[src/shared/vme_pkg.sv]
// Package with the mode-bank register map, field layout and output group.
package vme_pkg;
  // ==========================================================
  // Register subaddresses
  localparam logic [7:0] RT_ADDR = 8'h02;
  localparam logic [7:0] VB_ADDR = 8'h03;
  localparam logic [7:0] SG_ADDR = 8'h04;
  localparam logic [7:0] LC_ADDR = 8'h05;
  localparam logic [7:0] SUB_FIRST = RT_ADDR;
  localparam logic [7:0] SUB_LAST = LC_ADDR;
  localparam logic [7:0] SUB_STEP = 8'h01;
  localparam logic [7:0] REG_RESET = 8'h00;
  // Revision code value is arbitrary.
  localparam logic [1:0] REV_CODE = 2'h1;
  // Slave address base value is arbitrary; bit 1 comes from a pin.
  localparam logic [6:0] SLAVE_BASE = 7'h2a;
  localparam int SLAVE_PIN_BIT = 1;
  // Idle level of the synchronised pins: serial clock and data high.
  localparam logic [5:0] PIN_IDLE = 6'h03;
  // ==========================================================
  // Field positions
  localparam int B_RGB_YUV = 0;
  localparam int B_DAC_OUT = 1;
  localparam int B_SCART = 2;
  localparam int B_PED = 3;
  localparam int B_SQ = 4;
  localparam int B_SRC = 5;
  localparam int B_PDV = 6;
  localparam int B_SLEEP = 7;
  localparam int B_VBI = 2;
  localparam int B_TT_EN = 3;
  localparam int B_TT_REQ = 4;
  localparam int B_CC_LO = 5;
  localparam int B_VS3 = 0;
  localparam int B_GL_LO = 1;
  localparam int B_ALINE = 3;
  localparam int B_CHROMA = 4;
  localparam int B_BURST = 5;
  localparam int B_CBAR = 6;
  localparam int B_INTERL = 7;
  localparam int B_YLVL = 0;
  localparam int B_UV_LO = 1;
  localparam int B_RGBSYNC = 3;
  localparam int B_CLDLY_LO = 4;
  localparam int B_CLDIR = 6;
  localparam int B_CLPOS = 7;
  // ==========================================================
  // Field codes and output values
  localparam logic [1:0] GL_OFF = 2'h0;
  localparam logic [1:0] GL_SCRESET = 2'h1;
  localparam logic [1:0] GL_TRESET = 2'h2;
  localparam logic [1:0] GL_RTC = 2'h3;
  localparam logic [1:0] UV_DEFAULT = 2'h0;
  localparam logic [1:0] UV_700 = 2'h1;
  localparam logic [1:0] UV_1000 = 2'h2;
  localparam logic [9:0] MV_700 = 10'h2bc;
  localparam logic [9:0] MV_934 = 10'h3a6;
  localparam logic [9:0] MV_1000 = 10'h3e8;
  localparam logic [9:0] PIX_601 = 10'h2d0;
  localparam logic [9:0] PIX_NTSC_470 = 10'h2c6;
  localparam logic [9:0] PIX_PAL_470 = 10'h2be;
  localparam logic [3:0] VS_HALF_NTSC = 4'h6;
  localparam logic [3:0] VS_HALF_PAL = 4'h5;
  localparam logic [3:0] BITS_LAST = 4'h7;
  localparam logic [3:0] BITS_FULL = 4'h8;
  // ==========================================================
  // Types
  typedef enum logic [2:0] {
    VME_CVBS, VME_LUMA, VME_CHROMA, VME_G_Y, VME_B_U, VME_R_V
  } vme_dac_src_t;
  typedef struct packed {
    vme_dac_src_t dac_a, dac_b, dac_c, dac_d, dac_e, dac_f;
    logic component_yuv, std_pal, pedestal_active, square_pixel_active;
    logic pixel_blank, force_master_timing, sleep_active;
    logic blanking_interval_pass, teletext_insert, teletext_request;
    logic long_vertical_sync;
    logic [3:0] vsync_half_lines;
    logic timing_hold, subcarrier_reset, rtc_enable, rtc_data;
    logic [9:0] active_line_pixels;
    logic chroma_on, burst_on, color_bars_on, interlace_ctl;
    logic [1:0] cc_field_select;
    logic y_smpte_levels;
    logic [9:0] uv_amp_mv;
    logic rgb_sync_on;
    logic [1:0] clamp_shift;
    logic clamp_negative, clamp_back_porch;
  } vme_out_t;
  // ==========================================================
  // Subaddress inside the bank.
  function automatic logic sub_valid(input logic [7:0] a);
    return (a >= SUB_FIRST) && (a <= SUB_LAST);
  endfunction
endpackage

[src/vme_mode_bank.sv]
// Mode-control register bank of the video encoder with its serial port.
//
// Functional notes
// - DAC output bit set routes composite, luma, chroma to DACs A to C.
// - Both selects clear put component on A to C, composite set on D to F.
// - SCART set alone gives composite, component split and luma/chroma.
// - Pedestal goes on NTSC composite only, never under PAL.
// - Square pixel only in slave timing and never with oversampling.
// - Standard comes from register when source bit set, else from pin.
// - Pixel valid resets clear; clear blanks pixels and forces master timing.
// - Sleep bit enters sleep; clearing it or reset leaves sleep.
// - Sleep bit counts only with power-up control clear; else pins decide.
// - Two low bits of register 03 read a fixed revision code.
// - Blanking interval data passes or is blanked, also in slave mode 0.
// - Teletext inserted only when enabled; request level or per-bit.
// - Long vertical sync lasts three NTSC or 2.5 PAL lines.
// - Genlock code 0 ignores pin; code 3 makes pin real-time control.
// - Genlock timing reset holds counters while pin is high.
// - Subcarrier reset on pin rising edge, applied at next field start.
// - Active line 720 pixels, or 710 NTSC and 702 PAL.
// - Chroma and burst bits switch colour and burst on outputs.
// - Colour bars generate test pattern and force master timing.
// - UV level selects amplitude; Y level selects SMPTE levels.
// - Clamp shift 0 to 3 cycles, direction and porch from register.
// - Subaddress byte then auto-increment on each data byte; reads hold at register 05, writes past it are not acknowledged.
`timescale 1ns/1ps
module vme_mode_bank (
  input wire logic sys_clk,
  input wire logic rstn,
  input wire logic clk_en,
  input wire logic scl_pin,
  input wire logic sda_pin_in,
  output logic sda_pin_out,
  output logic sda_pin_oe_n,
  input wire logic addr_lsb_pin,
  input wire logic standard_select_pin,
  input wire logic genlock_pin,
  input wire logic teletext_input_pin,
  input wire logic output_standard_low_bit,
  input wire logic slave_timing_mode,
  input wire logic oversample_4x,
  input wire logic power_up_sleep_control,
  input wire logic field_start,
  input wire logic teletext_bit_request,
  output vme_pkg::vme_dac_src_t dac_a_src,
  output vme_pkg::vme_dac_src_t dac_b_src,
  output vme_pkg::vme_dac_src_t dac_c_src,
  output vme_pkg::vme_dac_src_t dac_d_src,
  output vme_pkg::vme_dac_src_t dac_e_src,
  output vme_pkg::vme_dac_src_t dac_f_src,
  output logic component_yuv,
  output logic std_pal,
  output logic pedestal_active,
  output logic square_pixel_active,
  output logic pixel_blank,
  output logic force_master_timing,
  output logic sleep_active,
  output logic blanking_interval_pass,
  output logic teletext_insert,
  output logic teletext_request,
  output logic long_vertical_sync,
  output logic [3:0] vsync_half_lines,
  output logic timing_hold,
  output logic subcarrier_reset,
  output logic rtc_enable,
  output logic rtc_data,
  output logic [9:0] active_line_pixels,
  output logic chroma_on,
  output logic burst_on,
  output logic color_bars_on,
  output logic interlace_ctl,
  output logic [1:0] cc_field_select,
  output logic y_smpte_levels,
  output logic [9:0] uv_amp_mv,
  output logic rgb_sync_on,
  output logic [1:0] clamp_shift,
  output logic clamp_negative,
  output logic clamp_back_porch
);
  // ==========================================================
  // Pin synchronisers
  localparam int NPIN = 6;
  logic [NPIN-1:0] pin_meta_q, pin_sync_q;
  logic gl_prev_q, sda_out_q;
  logic scl_s, sda_s, alsb_s, std_s, gl_s, tt_s;

  always_ff @(posedge sys_clk) begin
    if (!rstn) begin
      pin_meta_q <= vme_pkg::PIN_IDLE;
      pin_sync_q <= vme_pkg::PIN_IDLE;
      gl_prev_q <= 1'b0;
      sda_out_q <= 1'b0;
    end else if (clk_en) begin
      pin_meta_q <= {teletext_input_pin, genlock_pin, standard_select_pin,
                     addr_lsb_pin, sda_pin_in, scl_pin};
      pin_sync_q <= pin_meta_q;
      gl_prev_q <= gl_s;
      sda_out_q <= 1'b0;
    end
  end
  assign {tt_s, gl_s, std_s, alsb_s, sda_s, scl_s} = pin_sync_q;

  // ==========================================================
  // Serial port
  logic [7:0] reg_addr, wr_data, rd_data;
  logic wr_pulse, oe_n;

  vme_serial_slave u_port (
    .sys_clk(sys_clk),
    .rstn(rstn),
    .clk_en(clk_en),
    .scl_s(scl_s),
    .sda_s(sda_s),
    .addr_sel(alsb_s),
    .rd_data(rd_data),
    .reg_addr(reg_addr),
    .wr_pulse(wr_pulse),
    .wr_data(wr_data),
    .sda_oe_n(oe_n)
  );
  assign sda_pin_out = sda_out_q;
  assign sda_pin_oe_n = oe_n;

  // ==========================================================
  // Registers
  logic [7:0] rt_q, rt_d, vb_q, vb_d, sg_q, sg_d, lc_q, lc_d;
  logic sch_pend_q, sch_pend_d;
  vme_pkg::vme_out_t out_q, out_d;

  always_comb begin
    rt_d = rt_q;
    vb_d = vb_q;
    sg_d = sg_q;
    lc_d = lc_q;
    if (wr_pulse) begin
      case (reg_addr)
        vme_pkg::RT_ADDR: rt_d = wr_data;
        vme_pkg::VB_ADDR: vb_d = {wr_data[7:2], vme_pkg::REV_CODE};
        vme_pkg::SG_ADDR: sg_d = wr_data;
        vme_pkg::LC_ADDR: lc_d = wr_data;
        default: rt_d = rt_q;
      endcase
    end
  end

  always_comb begin
    case (reg_addr)
      vme_pkg::RT_ADDR: rd_data = rt_q;
      vme_pkg::VB_ADDR: rd_data = {vb_q[7:2], vme_pkg::REV_CODE};
      vme_pkg::SG_ADDR: rd_data = sg_q;
      vme_pkg::LC_ADDR: rd_data = lc_q;
      default: rd_data = '0;
    endcase
  end

  // ==========================================================
  // Derived controls
  logic pal, yuv, pdv, cbar, gl_rise;
  logic [1:0] gl_mode, uv_sel;

  always_comb begin
    out_d = out_q;
    yuv = rt_q[vme_pkg::B_RGB_YUV];
    pdv = rt_q[vme_pkg::B_PDV];
    cbar = sg_q[vme_pkg::B_CBAR];
    gl_mode = sg_q[vme_pkg::B_GL_LO +: 2];
    uv_sel = lc_q[vme_pkg::B_UV_LO +: 2];
    gl_rise = gl_s && !gl_prev_q;
    // standard from register or from pin.
    pal = rt_q[vme_pkg::B_SRC] ? output_standard_low_bit : std_s;
    out_d.std_pal = pal;
    out_d.component_yuv = yuv;
    // routing with DAC output bit set.
    if (rt_q[vme_pkg::B_DAC_OUT]) begin
      out_d.dac_a = vme_pkg::VME_CVBS;
      out_d.dac_b = vme_pkg::VME_LUMA;
      out_d.dac_c = vme_pkg::VME_CHROMA;
      out_d.dac_d = vme_pkg::VME_G_Y;
      out_d.dac_e = vme_pkg::VME_B_U;
      out_d.dac_f = vme_pkg::VME_R_V;
    end else if (rt_q[vme_pkg::B_SCART]) begin
      out_d.dac_a = vme_pkg::VME_CVBS;
      out_d.dac_b = vme_pkg::VME_B_U;
      out_d.dac_c = vme_pkg::VME_R_V;
      out_d.dac_d = vme_pkg::VME_G_Y;
      out_d.dac_e = vme_pkg::VME_LUMA;
      out_d.dac_f = vme_pkg::VME_CHROMA;
    end else begin
      out_d.dac_a = vme_pkg::VME_G_Y;
      out_d.dac_b = vme_pkg::VME_B_U;
      out_d.dac_c = vme_pkg::VME_R_V;
      out_d.dac_d = vme_pkg::VME_CVBS;
      out_d.dac_e = vme_pkg::VME_LUMA;
      out_d.dac_f = vme_pkg::VME_CHROMA;
    end
    out_d.pedestal_active = rt_q[vme_pkg::B_PED] && !pal;
    out_d.square_pixel_active = rt_q[vme_pkg::B_SQ] && slave_timing_mode
                                && !oversample_4x;
    // blanking and master timing until pixels are valid.
    out_d.pixel_blank = !pdv;
    // colour bars also force master timing.
    out_d.force_master_timing = !pdv || cbar;
    out_d.color_bars_on = cbar;
    out_d.sleep_active = power_up_sleep_control ? (std_s && gl_s)
                         : rt_q[vme_pkg::B_SLEEP];
    out_d.blanking_interval_pass = vb_q[vme_pkg::B_VBI];
    out_d.teletext_insert = vb_q[vme_pkg::B_TT_EN] && tt_s;
    out_d.teletext_request = vb_q[vme_pkg::B_TT_EN]
      && (!vb_q[vme_pkg::B_TT_REQ] || teletext_bit_request);
    out_d.cc_field_select = vb_q[vme_pkg::B_CC_LO +: 2];
    out_d.long_vertical_sync = sg_q[vme_pkg::B_VS3];
    out_d.vsync_half_lines = pal ? vme_pkg::VS_HALF_PAL
                             : vme_pkg::VS_HALF_NTSC;
    // genlock pin off or real-time control.
    out_d.rtc_enable = (gl_mode == vme_pkg::GL_RTC);
    out_d.rtc_data = (gl_mode == vme_pkg::GL_RTC) && gl_s;
    // timing counters held while the pin is high.
    out_d.timing_hold = (gl_mode == vme_pkg::GL_TRESET) && gl_s;
    // subcarrier reset waits for the next field start.
    sch_pend_d = sch_pend_q;
    out_d.subcarrier_reset = field_start && sch_pend_q;
    if (field_start) begin
      sch_pend_d = 1'b0;
    end
    if (gl_mode == vme_pkg::GL_SCRESET && gl_rise) begin
      sch_pend_d = 1'b1;
    end
    if (!sg_q[vme_pkg::B_ALINE]) begin
      out_d.active_line_pixels = vme_pkg::PIX_601;
    end else begin
      out_d.active_line_pixels = pal ? vme_pkg::PIX_PAL_470
                                 : vme_pkg::PIX_NTSC_470;
    end
    out_d.chroma_on = sg_q[vme_pkg::B_CHROMA];
    out_d.burst_on = sg_q[vme_pkg::B_BURST];
    out_d.interlace_ctl = sg_q[vme_pkg::B_INTERL];
    out_d.y_smpte_levels = lc_q[vme_pkg::B_YLVL];
    case (uv_sel)
      vme_pkg::UV_700: out_d.uv_amp_mv = vme_pkg::MV_700;
      vme_pkg::UV_1000: out_d.uv_amp_mv = vme_pkg::MV_1000;
      default: out_d.uv_amp_mv = pal ? vme_pkg::MV_700 : vme_pkg::MV_934;
    endcase
    out_d.rgb_sync_on = lc_q[vme_pkg::B_RGBSYNC];
    out_d.clamp_shift = lc_q[vme_pkg::B_CLDLY_LO +: 2];
    out_d.clamp_negative = lc_q[vme_pkg::B_CLDIR];
    out_d.clamp_back_porch = lc_q[vme_pkg::B_CLPOS];
  end

  always_ff @(posedge sys_clk) begin
    if (!rstn) begin
      // pixel valid and sleep reset clear.
      rt_q <= vme_pkg::REG_RESET;
      vb_q <= vme_pkg::REG_RESET;
      sg_q <= vme_pkg::REG_RESET;
      lc_q <= vme_pkg::REG_RESET;
      sch_pend_q <= 1'b0;
      out_q <= '0;
    end else if (clk_en) begin
      rt_q <= rt_d;
      vb_q <= vb_d;
      sg_q <= sg_d;
      lc_q <= lc_d;
      sch_pend_q <= sch_pend_d;
      out_q <= out_d;
    end
  end

  assign {dac_a_src, dac_b_src, dac_c_src} = {out_q.dac_a, out_q.dac_b,
                                              out_q.dac_c};
  assign {dac_d_src, dac_e_src, dac_f_src} = {out_q.dac_d, out_q.dac_e,
                                              out_q.dac_f};
  assign component_yuv = out_q.component_yuv;
  assign std_pal = out_q.std_pal;
  assign pedestal_active = out_q.pedestal_active;
  assign square_pixel_active = out_q.square_pixel_active;
  assign pixel_blank = out_q.pixel_blank;
  assign force_master_timing = out_q.force_master_timing;
  assign sleep_active = out_q.sleep_active;
  assign blanking_interval_pass = out_q.blanking_interval_pass;
  assign teletext_insert = out_q.teletext_insert;
  assign teletext_request = out_q.teletext_request;
  assign long_vertical_sync = out_q.long_vertical_sync;
  assign vsync_half_lines = out_q.vsync_half_lines;
  assign timing_hold = out_q.timing_hold;
  assign subcarrier_reset = out_q.subcarrier_reset;
  assign rtc_enable = out_q.rtc_enable;
  assign rtc_data = out_q.rtc_data;
  assign active_line_pixels = out_q.active_line_pixels;
  assign chroma_on = out_q.chroma_on;
  assign burst_on = out_q.burst_on;
  assign color_bars_on = out_q.color_bars_on;
  assign interlace_ctl = out_q.interlace_ctl;
  assign cc_field_select = out_q.cc_field_select;
  assign y_smpte_levels = out_q.y_smpte_levels;
  assign uv_amp_mv = out_q.uv_amp_mv;
  assign rgb_sync_on = out_q.rgb_sync_on;
  assign clamp_shift = out_q.clamp_shift;
  assign clamp_negative = out_q.clamp_negative;
  assign clamp_back_porch = out_q.clamp_back_porch;

  // ==========================================================
  // Checks
  a_dac_route: assert property (
    @(posedge sys_clk) disable iff (!rstn)
    clk_en && rt_q[vme_pkg::B_DAC_OUT] |=> dac_a_src == vme_pkg::VME_CVBS
    && dac_c_src == vme_pkg::VME_CHROMA) else $error("dac route wrong");
  a_scart_route: assert property (
    @(posedge sys_clk) disable iff (!rstn)
    clk_en && rt_q[vme_pkg::B_SCART] && !rt_q[vme_pkg::B_DAC_OUT]
    |=> dac_a_src == vme_pkg::VME_CVBS && dac_d_src == vme_pkg::VME_G_Y)
    else $error("scart route wrong");
  a_pedestal_pal: assert property (
    @(posedge sys_clk) disable iff (!rstn)
    std_pal |-> !pedestal_active) else $error("pedestal under pal");
  a_square_gate: assert property (
    @(posedge sys_clk) disable iff (!rstn)
    clk_en && oversample_4x |=> !square_pixel_active)
    else $error("square pixel with oversampling");
  a_pixel_blank: assert property (
    @(posedge sys_clk) disable iff (!rstn)
    clk_en && !pdv |=> pixel_blank && force_master_timing)
    else $error("pixels not blanked");
  a_sleep_bit: assert property (
    @(posedge sys_clk) disable iff (!rstn)
    clk_en && !power_up_sleep_control |=>
    sleep_active == $past(rt_q[vme_pkg::B_SLEEP])) else $error("sleep");
  a_rev_read: assert property (
    @(posedge sys_clk) disable iff (!rstn)
    reg_addr == vme_pkg::VB_ADDR |-> rd_data[1:0] == vme_pkg::REV_CODE)
    else $error("revision code lost");
  a_timing_hold: assert property (
    @(posedge sys_clk) disable iff (!rstn)
    clk_en && gl_mode == vme_pkg::GL_TRESET && gl_s |=> timing_hold)
    else $error("counters not held");
  a_line_len: assert property (
    @(posedge sys_clk) disable iff (!rstn)
    clk_en && !sg_q[vme_pkg::B_ALINE] |=>
    active_line_pixels == vme_pkg::PIX_601) else $error("line length");
  a_uv_level: assert property (
    @(posedge sys_clk) disable iff (!rstn)
    clk_en && uv_sel == vme_pkg::UV_1000 |=> uv_amp_mv == vme_pkg::MV_1000)
    else $error("uv level wrong");
endmodule

[src/vme_serial_slave.sv]
// Two-wire serial slave that moves bytes between the host and the bank.
`timescale 1ns/1ps
module vme_serial_slave (
  input wire logic sys_clk,
  input wire logic rstn,
  input wire logic clk_en,
  input wire logic scl_s,
  input wire logic sda_s,
  input wire logic addr_sel,
  input wire logic [7:0] rd_data,
  output logic [7:0] reg_addr,
  output logic wr_pulse,
  output logic [7:0] wr_data,
  output logic sda_oe_n
);
  typedef enum logic [2:0] {
    ST_IDLE, ST_DEV, ST_SUB, ST_WR, ST_ACK, ST_RD, ST_MACK
  } vme_ser_state_t;

  vme_ser_state_t st_q, st_d, nx_q, nx_d;
  logic [3:0] cnt_q, cnt_d;
  logic [7:0] sh_q, sh_d, ptr_q, ptr_d, wd_q, wd_d;
  logic oe_n_q, oe_n_d, wr_q, wr_d, scl_p_q, sda_p_q;
  logic start, stop, rise, fall;
  logic [6:0] dev_addr;

  assign start = scl_s && scl_p_q && sda_p_q && !sda_s;
  assign stop = scl_s && scl_p_q && !sda_p_q && sda_s;
  assign rise = scl_s && !scl_p_q;
  assign fall = !scl_s && scl_p_q;
  always_comb begin
    dev_addr = vme_pkg::SLAVE_BASE;
    dev_addr[vme_pkg::SLAVE_PIN_BIT] = addr_sel;
  end

  // ==========================================================
  // Byte engine
  always_comb begin
    st_d = st_q;
    nx_d = nx_q;
    cnt_d = cnt_q;
    sh_d = sh_q;
    ptr_d = ptr_q;
    wd_d = wd_q;
    oe_n_d = oe_n_q;
    wr_d = 1'b0;
    if (start) begin
      st_d = ST_DEV;
      cnt_d = '0;
      oe_n_d = 1'b1;
    end else if (stop) begin
      st_d = ST_IDLE;
      oe_n_d = 1'b1;
    end else begin
      case (st_q)
        ST_DEV, ST_SUB, ST_WR: begin
          if (rise && cnt_q != vme_pkg::BITS_FULL) begin
            sh_d = {sh_q[6:0], sda_s};
            cnt_d = 4'(cnt_q + 4'h1);
          end else if (fall && cnt_q == vme_pkg::BITS_FULL) begin
            cnt_d = '0;
            st_d = ST_IDLE;
            if (st_q == ST_DEV && sh_q[7:1] == dev_addr) begin
              oe_n_d = 1'b0;
              st_d = ST_ACK;
              nx_d = sh_q[0] ? ST_RD : ST_SUB;
            end else if (st_q == ST_SUB && vme_pkg::sub_valid(sh_q)) begin
              oe_n_d = 1'b0;
              st_d = ST_ACK;
              nx_d = ST_WR;
              ptr_d = sh_q;
            end else if (st_q == ST_WR && vme_pkg::sub_valid(ptr_q)) begin
              oe_n_d = 1'b0;
              st_d = ST_ACK;
              nx_d = ST_WR;
              wr_d = 1'b1;
              wd_d = sh_q;
            end
          end
        end
        ST_ACK: begin
          if (fall) begin
            st_d = nx_q;
            cnt_d = '0;
            oe_n_d = (nx_q == ST_RD) ? rd_data[7] : 1'b1;
            sh_d = {rd_data[6:0], 1'b0};
          end
        end
        ST_RD: begin
          if (fall && cnt_q == vme_pkg::BITS_LAST) begin
            oe_n_d = 1'b1;
            st_d = ST_MACK;
          end else if (fall) begin
            oe_n_d = sh_q[7];
            sh_d = {sh_q[6:0], 1'b0};
            cnt_d = 4'(cnt_q + 4'h1);
          end
        end
        ST_MACK: begin
          if (rise && sda_s) begin
            st_d = ST_IDLE;
          end else if (rise) begin
            st_d = ST_ACK;
            nx_d = ST_RD;
            if (ptr_q < vme_pkg::SUB_LAST) begin
              ptr_d = 8'(ptr_q + vme_pkg::SUB_STEP);
            end
          end
        end
        default: begin
          st_d = ST_IDLE;
        end
      endcase
    end
    // pointer moves on once the byte has been written.
    if (wr_q) begin
      ptr_d = 8'(ptr_q + vme_pkg::SUB_STEP);
    end
  end

  always_ff @(posedge sys_clk) begin
    if (!rstn) begin
      st_q <= ST_IDLE;
      nx_q <= ST_IDLE;
      cnt_q <= '0;
      sh_q <= '0;
      ptr_q <= vme_pkg::SUB_FIRST;
      wd_q <= '0;
      oe_n_q <= 1'b1;
      wr_q <= 1'b0;
      scl_p_q <= 1'b1;
      sda_p_q <= 1'b1;
    end else if (clk_en) begin
      st_q <= st_d;
      nx_q <= nx_d;
      cnt_q <= cnt_d;
      sh_q <= sh_d;
      ptr_q <= ptr_d;
      wd_q <= wd_d;
      oe_n_q <= oe_n_d;
      wr_q <= wr_d;
      scl_p_q <= scl_s;
      sda_p_q <= sda_s;
    end
  end

  assign reg_addr = ptr_q;
  assign wr_pulse = wr_q;
  assign wr_data = wd_q;
  assign sda_oe_n = oe_n_q;
endmodule

[config.mk]
export PLATFORM = sky130hd
export DESIGN_NAME = vme_mode_bank
export DESIGN_NICKNAME = d
export VERILOG_FILES = /design/src/shared/vme_pkg.sv /design/src/vme_mode_bank.sv /design/src/vme_serial_slave.sv
export SDC_FILE = /design/constraint.sdc
export NUM_CORES = 1
export LEC_CHECK = 0
export CAP_MARGIN = 20
export CORE_MARGIN = 5
export CORE_UTILIZATION = 55
export CTS_BUF_LIST = sky130_fd_sc_hd__clkbuf_16
export DETAILED_ROUTE_END_ITERATION = 7
export DONT_BUFFER_PORTS = 1
export PLACE_DENSITY = 0.76
export SKIP_CTS_REPAIR_TIMING = 1
export SLEW_MARGIN = 20
export SYNTH_ARGS = -nofsm -noshare
export SYNTH_HDL_FRONTEND = slang
export SYNTH_SLANG_ARGS = --single-unit
[constraint.sdc]
create_clock -name sys_clk -period 3.25 [get_ports sys_clk]
set_input_delay 0.1625 -clock sys_clk [delete_from_list [all_inputs] [get_ports sys_clk]]
set_output_delay 0.1625 -clock sys_clk [all_outputs]
set_load 0.02 [all_outputs]
==> results.md, run 1 <==
- ANT nets after route: 0
- Area Overhead vs Synth: 11.7%
- N_diodes: 0
- Final hold vios: 4
- Die height: 113 um
- EDFF count, synth: 0
- Cell depth of the worst hold path: 2
- Internal power: 2900 uW
- Dpl cells: 734
- Unrepaired setup endpoints after global routing: no
- Core Rows: 37
- Status: finished with violations
- Register area share after synthesis: 43.0%
- Most used DFF post-synth: dfxtp_1
- GPL Wtd Cong: 0.909
- Die area: 12,700 um2
- Flops & latches, synth: 125
- Max-slew violations: 0
- Reg-to-reg slack, setup: 0.79 ns
- Share of cells above drive strength 1: 8.05%
- H-tree depth: 4
- Tot Pwr: 3770 uW
- Worst-path fanout max: 18
- Initial antenna violation count: 1
- Type of origin of the critical path: register
- DRC: 0
- Initial DRC Count: 380
- Worst hold slack: -0.0233 ns
- Top routing layer in use: met4
- Commonest cells post-synth: 125 x dfxtp_1, 100 x nor2_1, 75 x mux2i_1, 45 x nand2_1, 42 x a21oi_1
- Via count: 4,812
- Global-route wire length before repair: 23,000 um
- Layout Utilization: 63.0%
- DR pass1 iterations: 5
- Starting Density: 56.4%
- Final period util: 75.7%
- Synth area leader: dfxtp_1
- Port Buffers: 0
- WL per Instance: 18.4 um
- R2R depth: 7
- Post-Synthesis Cell Area: 5820 um2
- Max-Cap Viols: 0
- Clk sink count: 125
- Ys Warns: 0
- Setup violations, final: 0
- Critical path type: register to register
- Final setup TNS: 0 ns
- Max Clock Skew: 0.00745 ns
- Sequential Power Share: 42.5%
- CP endpoint kind: register
- Clock Power Share: 54.0%
- Root buf cell: clkbuf_16
- Worst Path Required: 3.53 ns
- TritonCTS clock tree: done
- Post-Place Setup Slack: 0.884 ns
- Worst slew margin: 29.4%
- Worst endpoint data arrival time: 2.74 ns
- Fin cells: 782
- Sw frac: 23.0%
- DRT met1 WL: 6000 um
- Most common cell in the netlist: dfxtp_1
- Hold crit path type: input port to register
- GRT Util Overall: 22.2%
- Pwr dens: 579 nW/um2
- IO Pins: 86
- CTS clk-pin slew, worst paths: 0.06 ns
- Mean post-synth cell area: 8.87 um2
- Met2 WL post-DR: 7020 um
- Synth top area share: 43.0%
- TritonCTS Buffers: 17
- Largest cells by area after synthesis: dfxtp_1 43%, mux2i_1 13%, nor2_1 6.5%
- Final nets: 657
- Post-synth cell types: 64
- Fin worst setup slack: 0.790 ns
- Peak VDD IR: 0.000616 V
- Vias in the first global route: 4,561
- Worst skew pair latency: 0.41 ns
- Largest net degree at the start of global routing: 92
- Syn Inst Count: 656
- Failing checks: hold timing
- F_max: 406 MHz
- WL met3: 1050 um
- Ys async rst share: 0%
- GRT Residual Overflow: 0
- Final WL: 14,400 um
- Vias per Instance: 6.15
- Die width: 113 um
- Sw Pwr: 866 uW
- Comb power frac: 3.5%
- CORE AREA: 10,300 um2
- Longest Clk Path Bufs: 2
- Worst slew pin tran: 1.06 ns
- Hpwl dp: 9000 um
- Leak pwr: 0.00264 uW
- Fin crit period: 2.46 ns
cell usage in the layout (no fill, tap or decap), types with 6 or more instances in the layout:
master and instances:
mux2i_1 75, a21oi_1 42, ha_1 9, dfxtp_1 124, conb_1 9, a22oi_1 15
a221oi_1 6, nor2_1 100, a31oi_1 6, a211oi_1 15, nor3_1 10, inv_1 9
clkbuf_16 17, nand2b_1 9, o211ai_1 6, dlygate4sd3_1 14, o21ai_0 17, nand3_1 24
nand2_1 45
power groups by stage:
stage	clock network [uW]	logic, uW	registers (uW)
finish	2030	130	1600
detailed placement	0	88.2	1640
global route	2140	142	1600
global placement	0	86.4	1630
CTS	2050	88.8	1600
floorplan	0	131	1610
worst paths after layout:
path                  start                  end
max reg2reg  u_port.st_q[0]   u_port.reg_addr[3]
max          u_port.st_q[0]   u_port.reg_addr[3]
min                  clk_en  vsync_half_lines[0]
min reg2reg       gl_prev_q            gl_prev_q
layer usage:
metal  global-route usage [%]  vias up
li1                         -     2255
met1                     27.7     2321
met2                     36.4      200
met3                     6.68       36
met4                     8.17        0
met5                        0        -
worst max-delay path, cell delays in order (launching register included):
cell	delay (ns)
dfxtp_1	0.72
nor2_1	0.24
nor2_1	0.44
o21ai_1	0.18
a32oi_1	0.23
buf_4	0.21
mux2i_1	0.21
o22ai_1	0.09
final cells by class:
class                   count  area (um2)
clock buffers              17         425
clock inverters            15         208
fillers                   840        3820
inverters                  10        37.5
multi-input cells         457        2910
flip-flops and latches    125        2500
well taps                 136         170
repair buffers             22         245
sequential cells by signal, indices dropped and copies added (netlist names), 3 cells and up:
signal,cells
vb_q,6
u_port.cnt_q,4
lc_q,8
u_port.nx_q,3
sg_q,8
u_port.st_q,3
active_line_pixels,4
pin_meta_q,6
u_port.reg_addr,8
uv_amp_mv,7
u_port.wr_data,8
pin_sync_q,6
u_port.sh_q,8
rt_q,8
cells by family (layout without fill, tap and decap cells):
group	count (synthesis)	after routing	synth area share [%]
other cells	1	9	0.0645
mux	76	76	13.1
flops	125	125	43.0
buf+inv	82	64	7.48
xor+xnor	7	7	1.05
fa+ha+maj	9	9	1.94
simple gates	224	224	18.3
compound gates	132	132	15.1
per-stage QoR:
step	area [um2]	hold slack, ns
after floorplan	5850	0.291
after global placement	5680	0.231
after detailed placement	5680	0.233
after CTS	6310	-0.193
after global routing	6500	0.00702
final	6500	-0.0233
(Power assumes the default switching activity.)
==> run 2, diff against run 1 <==
Clock period 3.25 ns to 2.3 ns, I/O delays scaled along.
==> results.md, run 2 (synthesis results as in run 1) <==
- TritonCTS Buffers: 17
- Fin crit period: 2.16 ns
- R2R depth: 9
- Final nets: 679
- F_max: 463 MHz
- Worst-path fanout max: 5
- Post-Place Cell Area: 5830 um2
- Worst slew pin tran: 0.539 ns
- Die area: 12,700 um2
- Setup violations, final: 0
- Cell depth of the worst hold path: 3
- Type of origin of the critical path: register
- Worst slew margin: 64.0%
- Final period util: 93.8%
- Worst hold slack: -0.00893 ns
- Die height: 113 um
- Critical path type: register to register
- Tot Pwr: 5080 uW
- CORE AREA: 10,300 um2
- Fin cells: 804
- Unrepaired setup endpoints after global routing: no
- DRC: 0
- Largest net degree at the start of global routing: 92
- Dpl cells: 754
- Worst path max stage delay: 0.41 ns
- Peak VDD IR: 0.000544 V
- IO Pins: 86
- Design Area, Final: 6630 um2
- Port Buffers: 0
- Share of cells above drive strength 1: 10.9%
- Via count: 4,770
- Root buf cell: clkbuf_16
- GRT Residual Overflow: 0
- Core Rows: 37
- GPL Wtd Cong: 0.897
- CTS clk-pin slew, worst paths: 0.06 ns
- Max Clock Skew: 0.00559 ns
- Leak pwr: 0.00273 uW
- H-tree depth: 4
- Area Overhead vs Synth: 14.0%
- N_diodes: 0
- Final setup TNS: 0 ns
- Final WL: 14,300 um
- GRT Util Overall: 21.7%
- Initial DRC Count: 415
- Final hold vios: 4
- CP bufs+invs: 2
- Worst Path Required: 2.59 ns
- Hpwl dp: 9300 um
- Failing checks: hold timing
- Commonest non-fill, non-tap cell in the layout: dfxtp_1
- ANT nets after route: 0
- Worst endpoint data arrival time: 2.45 ns
- Status: finished with violations
- Max-slew violations: 0
- Die width: 113 um
- Hold crit path type: input port to register
- Worst path top cell family by delay: simple AND/OR/NAND/NOR gates
- CP max stage cell: or3_1
- WL per Instance: 17.8 um
- Longest Clk Path Bufs: 2
- Vias per Instance: 5.93
- Initial antenna violation count: 0
- TritonCTS clock tree: done
- DR pass1 iterations: 5
- Vias in the first global route: 4,529
- Critical path, cell by cell: inv_1, ha_1, nand2b_1, o211ai_1, or3_1, nor3_2, buf_4, mux2i_1, nor2_1
- Max-Cap Viols: 0
- Pwr dens: 766 nW/um2
- Starting Density: 56.4%
- Global-route wire length before repair: 22,500 um
- CP endpoint kind: register
- Worst skew pair latency: 0.42 ns
- Crit. path cell count: 9
- Clk sink count: 125
- Most frequent cells in the layout: 122 x dfxtp_1, 100 x nor2_1, 75 x mux2i_1, 45 x nand2_1, 41 x a21oi_1
==> run 2: cell types whose count changed in the layout (fill, tap and decap cells not counted), sizes merged <==
cell,delta
clkinvlp,+1
buf,+21
bufinv,-1
inv,-3
clkinv,+3
dlygate4sd3,+1
==> run 2: cell type report <==
cell class	count	area [um2]
Clock buffer	17	425
Clock inverter	15	155
Fill cell	837	3690
Inverter	10	37.5
Multi-Input combinational cell	457	2930
Sequential cell	125	2510
Tap cell	136	170
Timing Repair Buffer	44	410
==> run 2: per-stage QoR <==
step	utilization (%)	worst slack [ns]	hold slack [ns]
4_1_cts	62.1	0.0668	-0.250
5_1_grt	64.3	0.0159	0.0127
3_3_place_gp	56.5	0.174	0.183
6_report	64.3	0.142	-0.00893
2_1_floorplan	-	0.172	0.243
3_5_place_dp	56.5	0.0883	0.185
==> run 2: power breakdown <==
group / switching [uW] / internal [uW] / total (uW)
Combinational: 141 / 72.9 / 214
Sequential: 48.1 / 2200 / 2240
Clock: 949 / 1680 / 2630
Total: 1140 / 3950 / 5080
==> run 2: per-layer routing <==
metal	part of all wire, %	track usage (%)	vias to the layer above
li1	-	-	2286
met1	44	28.1	2329
met2	49	34.4	137
met3	5.7	6.10	18
met4	1.3	8.73	0
met5	0	0	-
==> run 2: worst reg2reg max path, stage by stage, from the launching register on <==
cell and delay (ns):
dfxtp_1 0.36, inv_1 0.13, ha_1 0.21, nand2b_1 0.15, o211ai_1 0.11, or3_1 0.41, nor3_2 0.19, buf_4 0.22
mux2i_1 0.21, nor2_1 0.06
==> run 2: worst paths after layout <==
check | startpoint | to | slack [ns]
hold / removal | clk_en | u_port.sda_oe_n | -0.009
setup reg to reg | u_port.reg_addr[1] | u_port.wr_data[7] | 0.14
hold reg to reg | gl_prev_q | gl_prev_q | 0.47
setup / recovery | u_port.reg_addr[1] | u_port.wr_data[7] | 0.14
==> run 3, diff against run 2 <==
--- a/config.mk
+++ b/config.mk
@@ -9,5 +9,5 @@
 export CORE_MARGIN = 5
 export CORE_UTILIZATION = 55
-export CTS_BUF_LIST = sky130_fd_sc_hd__clkbuf_16
+export CTS_BUF_LIST = sky130_fd_sc_hd__clkbuf_8
 export DETAILED_ROUTE_END_ITERATION = 7
 export DONT_BUFFER_PORTS = 1
==> constraint.sdc (replaced) <==
create_clock -name sys_clk -period 2.3 [get_ports sys_clk]
set_input_delay 0.23 -clock sys_clk [delete_from_list [all_inputs] [get_ports sys_clk]]
set_output_delay 0.23 -clock sys_clk [all_outputs]
set_load 0.02 [all_outputs]
==> results.md, run 3 (synthesis results as in run 1) <==
- Sw Pwr: 1080 uW
- Type of origin of the critical path: register
- Vias per Instance: 5.99
- GRT Residual Overflow: 0
- Met2 usage: 36.7%
- CP endpoint kind: register
- Setup violations, final: 0
- GPL Wtd Cong: 0.882
- Met1 Resource Use GR: 27.9%
- Port Buffers: 0
- Max-Cap Viols: 0
- Commonest non-fill, non-tap cell in the layout: dfxtp_1
- Largest net degree at the start of global routing: 74
- Sw frac: 24.4%
- Area Overhead vs Synth: 10.0%
- Peak VDD IR: 0.000537 V
- TritonCTS Buffers: 17
- GR peak layer: met2
- Crit. Startpoint: u_port.cnt_q[0]
- Post-Place Cell Area: 5820 um2
- Final setup TNS: 0 ns
- Final period util: 95.4%
- Via count: 4,791
- Comb power frac: 4.7%
- Internal power: 3360 uW
- Hold crit path type: input port to register
- DR pass1 iterations: 5
- Worst-path fanout max: 11
- Tot Pwr: 4440 uW
- Final nets: 675
- Root buf cell: clkbuf_8
- Critical path type: register to register
- Die area: 12,700 um2
- WL per Instance: 18.1 um
- Unrepaired setup endpoints after global routing: no
- Die width: 113 um
- Final hold vios: 4
- Worst hold slack: -0.0237 ns
- Design Area, Final: 6400 um2
- Leak pwr: 0.00263 uW
- GRT Util Overall: 22.0%
- Worst Path Required: 2.66 ns
- Clk sink count: 125
- Share of cells above drive strength 1: 11.4%
- IO Pins: 86
- Core Rows: 37
- Status: finished with violations
- Most frequent cells in the layout: 122 x dfxtp_1, 100 x nor2_1, 75 x mux2i_1, 45 x nand2_1, 42 x a21oi_1
- CTS clk-pin slew, worst paths: 0.07 ns
- Global-route wire length before repair: 23,000 um
- Failing checks: hold timing
- Worst slew pin tran: 0.942 ns
- Starting Density: 56.4%
- Die height: 113 um
- Hold Path Origin: clk_en
- Max-slew violations: 0
- Clock Power Share: 44.9%
- Worst skew pair latency: 0.44 ns
- Crit Reg-Reg Startpoint: u_port.cnt_q[0]
- Sequential Power Share: 50.4%
- Worst slew margin: 37.0%
- F_max: 456 MHz
- Final WL: 14,500 um
- CORE AREA: 10,300 um2
- Longest Clk Path Bufs: 2
- N_diodes: 0
- TritonCTS clock tree: done
- Initial antenna violation count: 0
- DRC: 0
- Worst endpoint data arrival time: 2.56 ns
- ANT nets after route: 0
- Hpwl dp: 9410 um
- Vias in the first global route: 4,583
- Reg-to-reg slack, setup: 0.11 ns
- Met3 usage: 5.29%
- H-tree depth: 4
- Initial DRC Count: 491
- Pwr dens: 695 nW/um2
- Max Clock Skew: 0.0143 ns
- Fin crit period: 2.19 ns
==> run 3: changes by cell type in the layout (fill, tap and decap cells not counted), sizes merged <==
cell	before	now
dlygate4sd3	15	12
clkbuf	17	18
clkinv	7	6
buf	29	28
inv	13	14
clkinvlp	2	1
==> run 3: final timing paths <==
path,to,cells after the start
setup / recovery,u_port.reg_addr[7],9
hold / removal,dac_d_src[0],2
setup reg to reg,u_port.reg_addr[7],9
hold reg to reg,gl_prev_q,2
==> run 3: power groups by stage <==
stage          registers [uW]  clock network (uW)  logic [uW]
5_1_grt                  2240                2140         225
3_5_place_dp             2290                   0         152
3_3_place_gp             2290                   0         149
4_1_cts                  2240                2030         152
2_1_floorplan            2280                   0         185
6_report                 2240                2000         207
==> run 3: area by class of cell <==
class	count	area (um2)
fillers	844	3920
flip-flops and latches	125	2510
repair buffers	40	355
well taps	136	170
clock inverters	14	165
clock buffers	18	248
multi-input cells	457	2920
inverters	10	37.5
==> run 3: routing by layer <==
metal	vias to the layer above	wire length (um)
li1	2275	-
met1	2295	6160
met2	195	7090
met3	26	1030
met4	0	212
met5	-	0
==> run 3: stage by stage <==
| step | worst slack, ns | util, % | hold slack (ns) | cells |
|---|---|---|---|---|
| after detailed placement | 0.0518 | 56.3 | 0.301 | 754 |
| after global placement | 0.0886 | 56.3 | 0.299 | 754 |
| final | 0.105 | 62.0 | -0.0237 | 800 |
| after CTS | 0.0234 | 60.3 | -0.161 | 786 |
| after global routing | 0.0106 | 62.0 | 0.0104 | 800 |
| after floorplan | 0.172 | - | 0.358 | 664 |
==> run 3: critical path: stages (launching register included) <==
cell and delay [ns]:
dfxtp_2 0.35, inv_1 0.06, ha_1 0.13, and3b_2 0.26, nand3b_4 0.09, a211oi_4 0.26
a32oi_1 0.13, buf_4 0.19, or4_1 0.51, a21oi_1 0.14
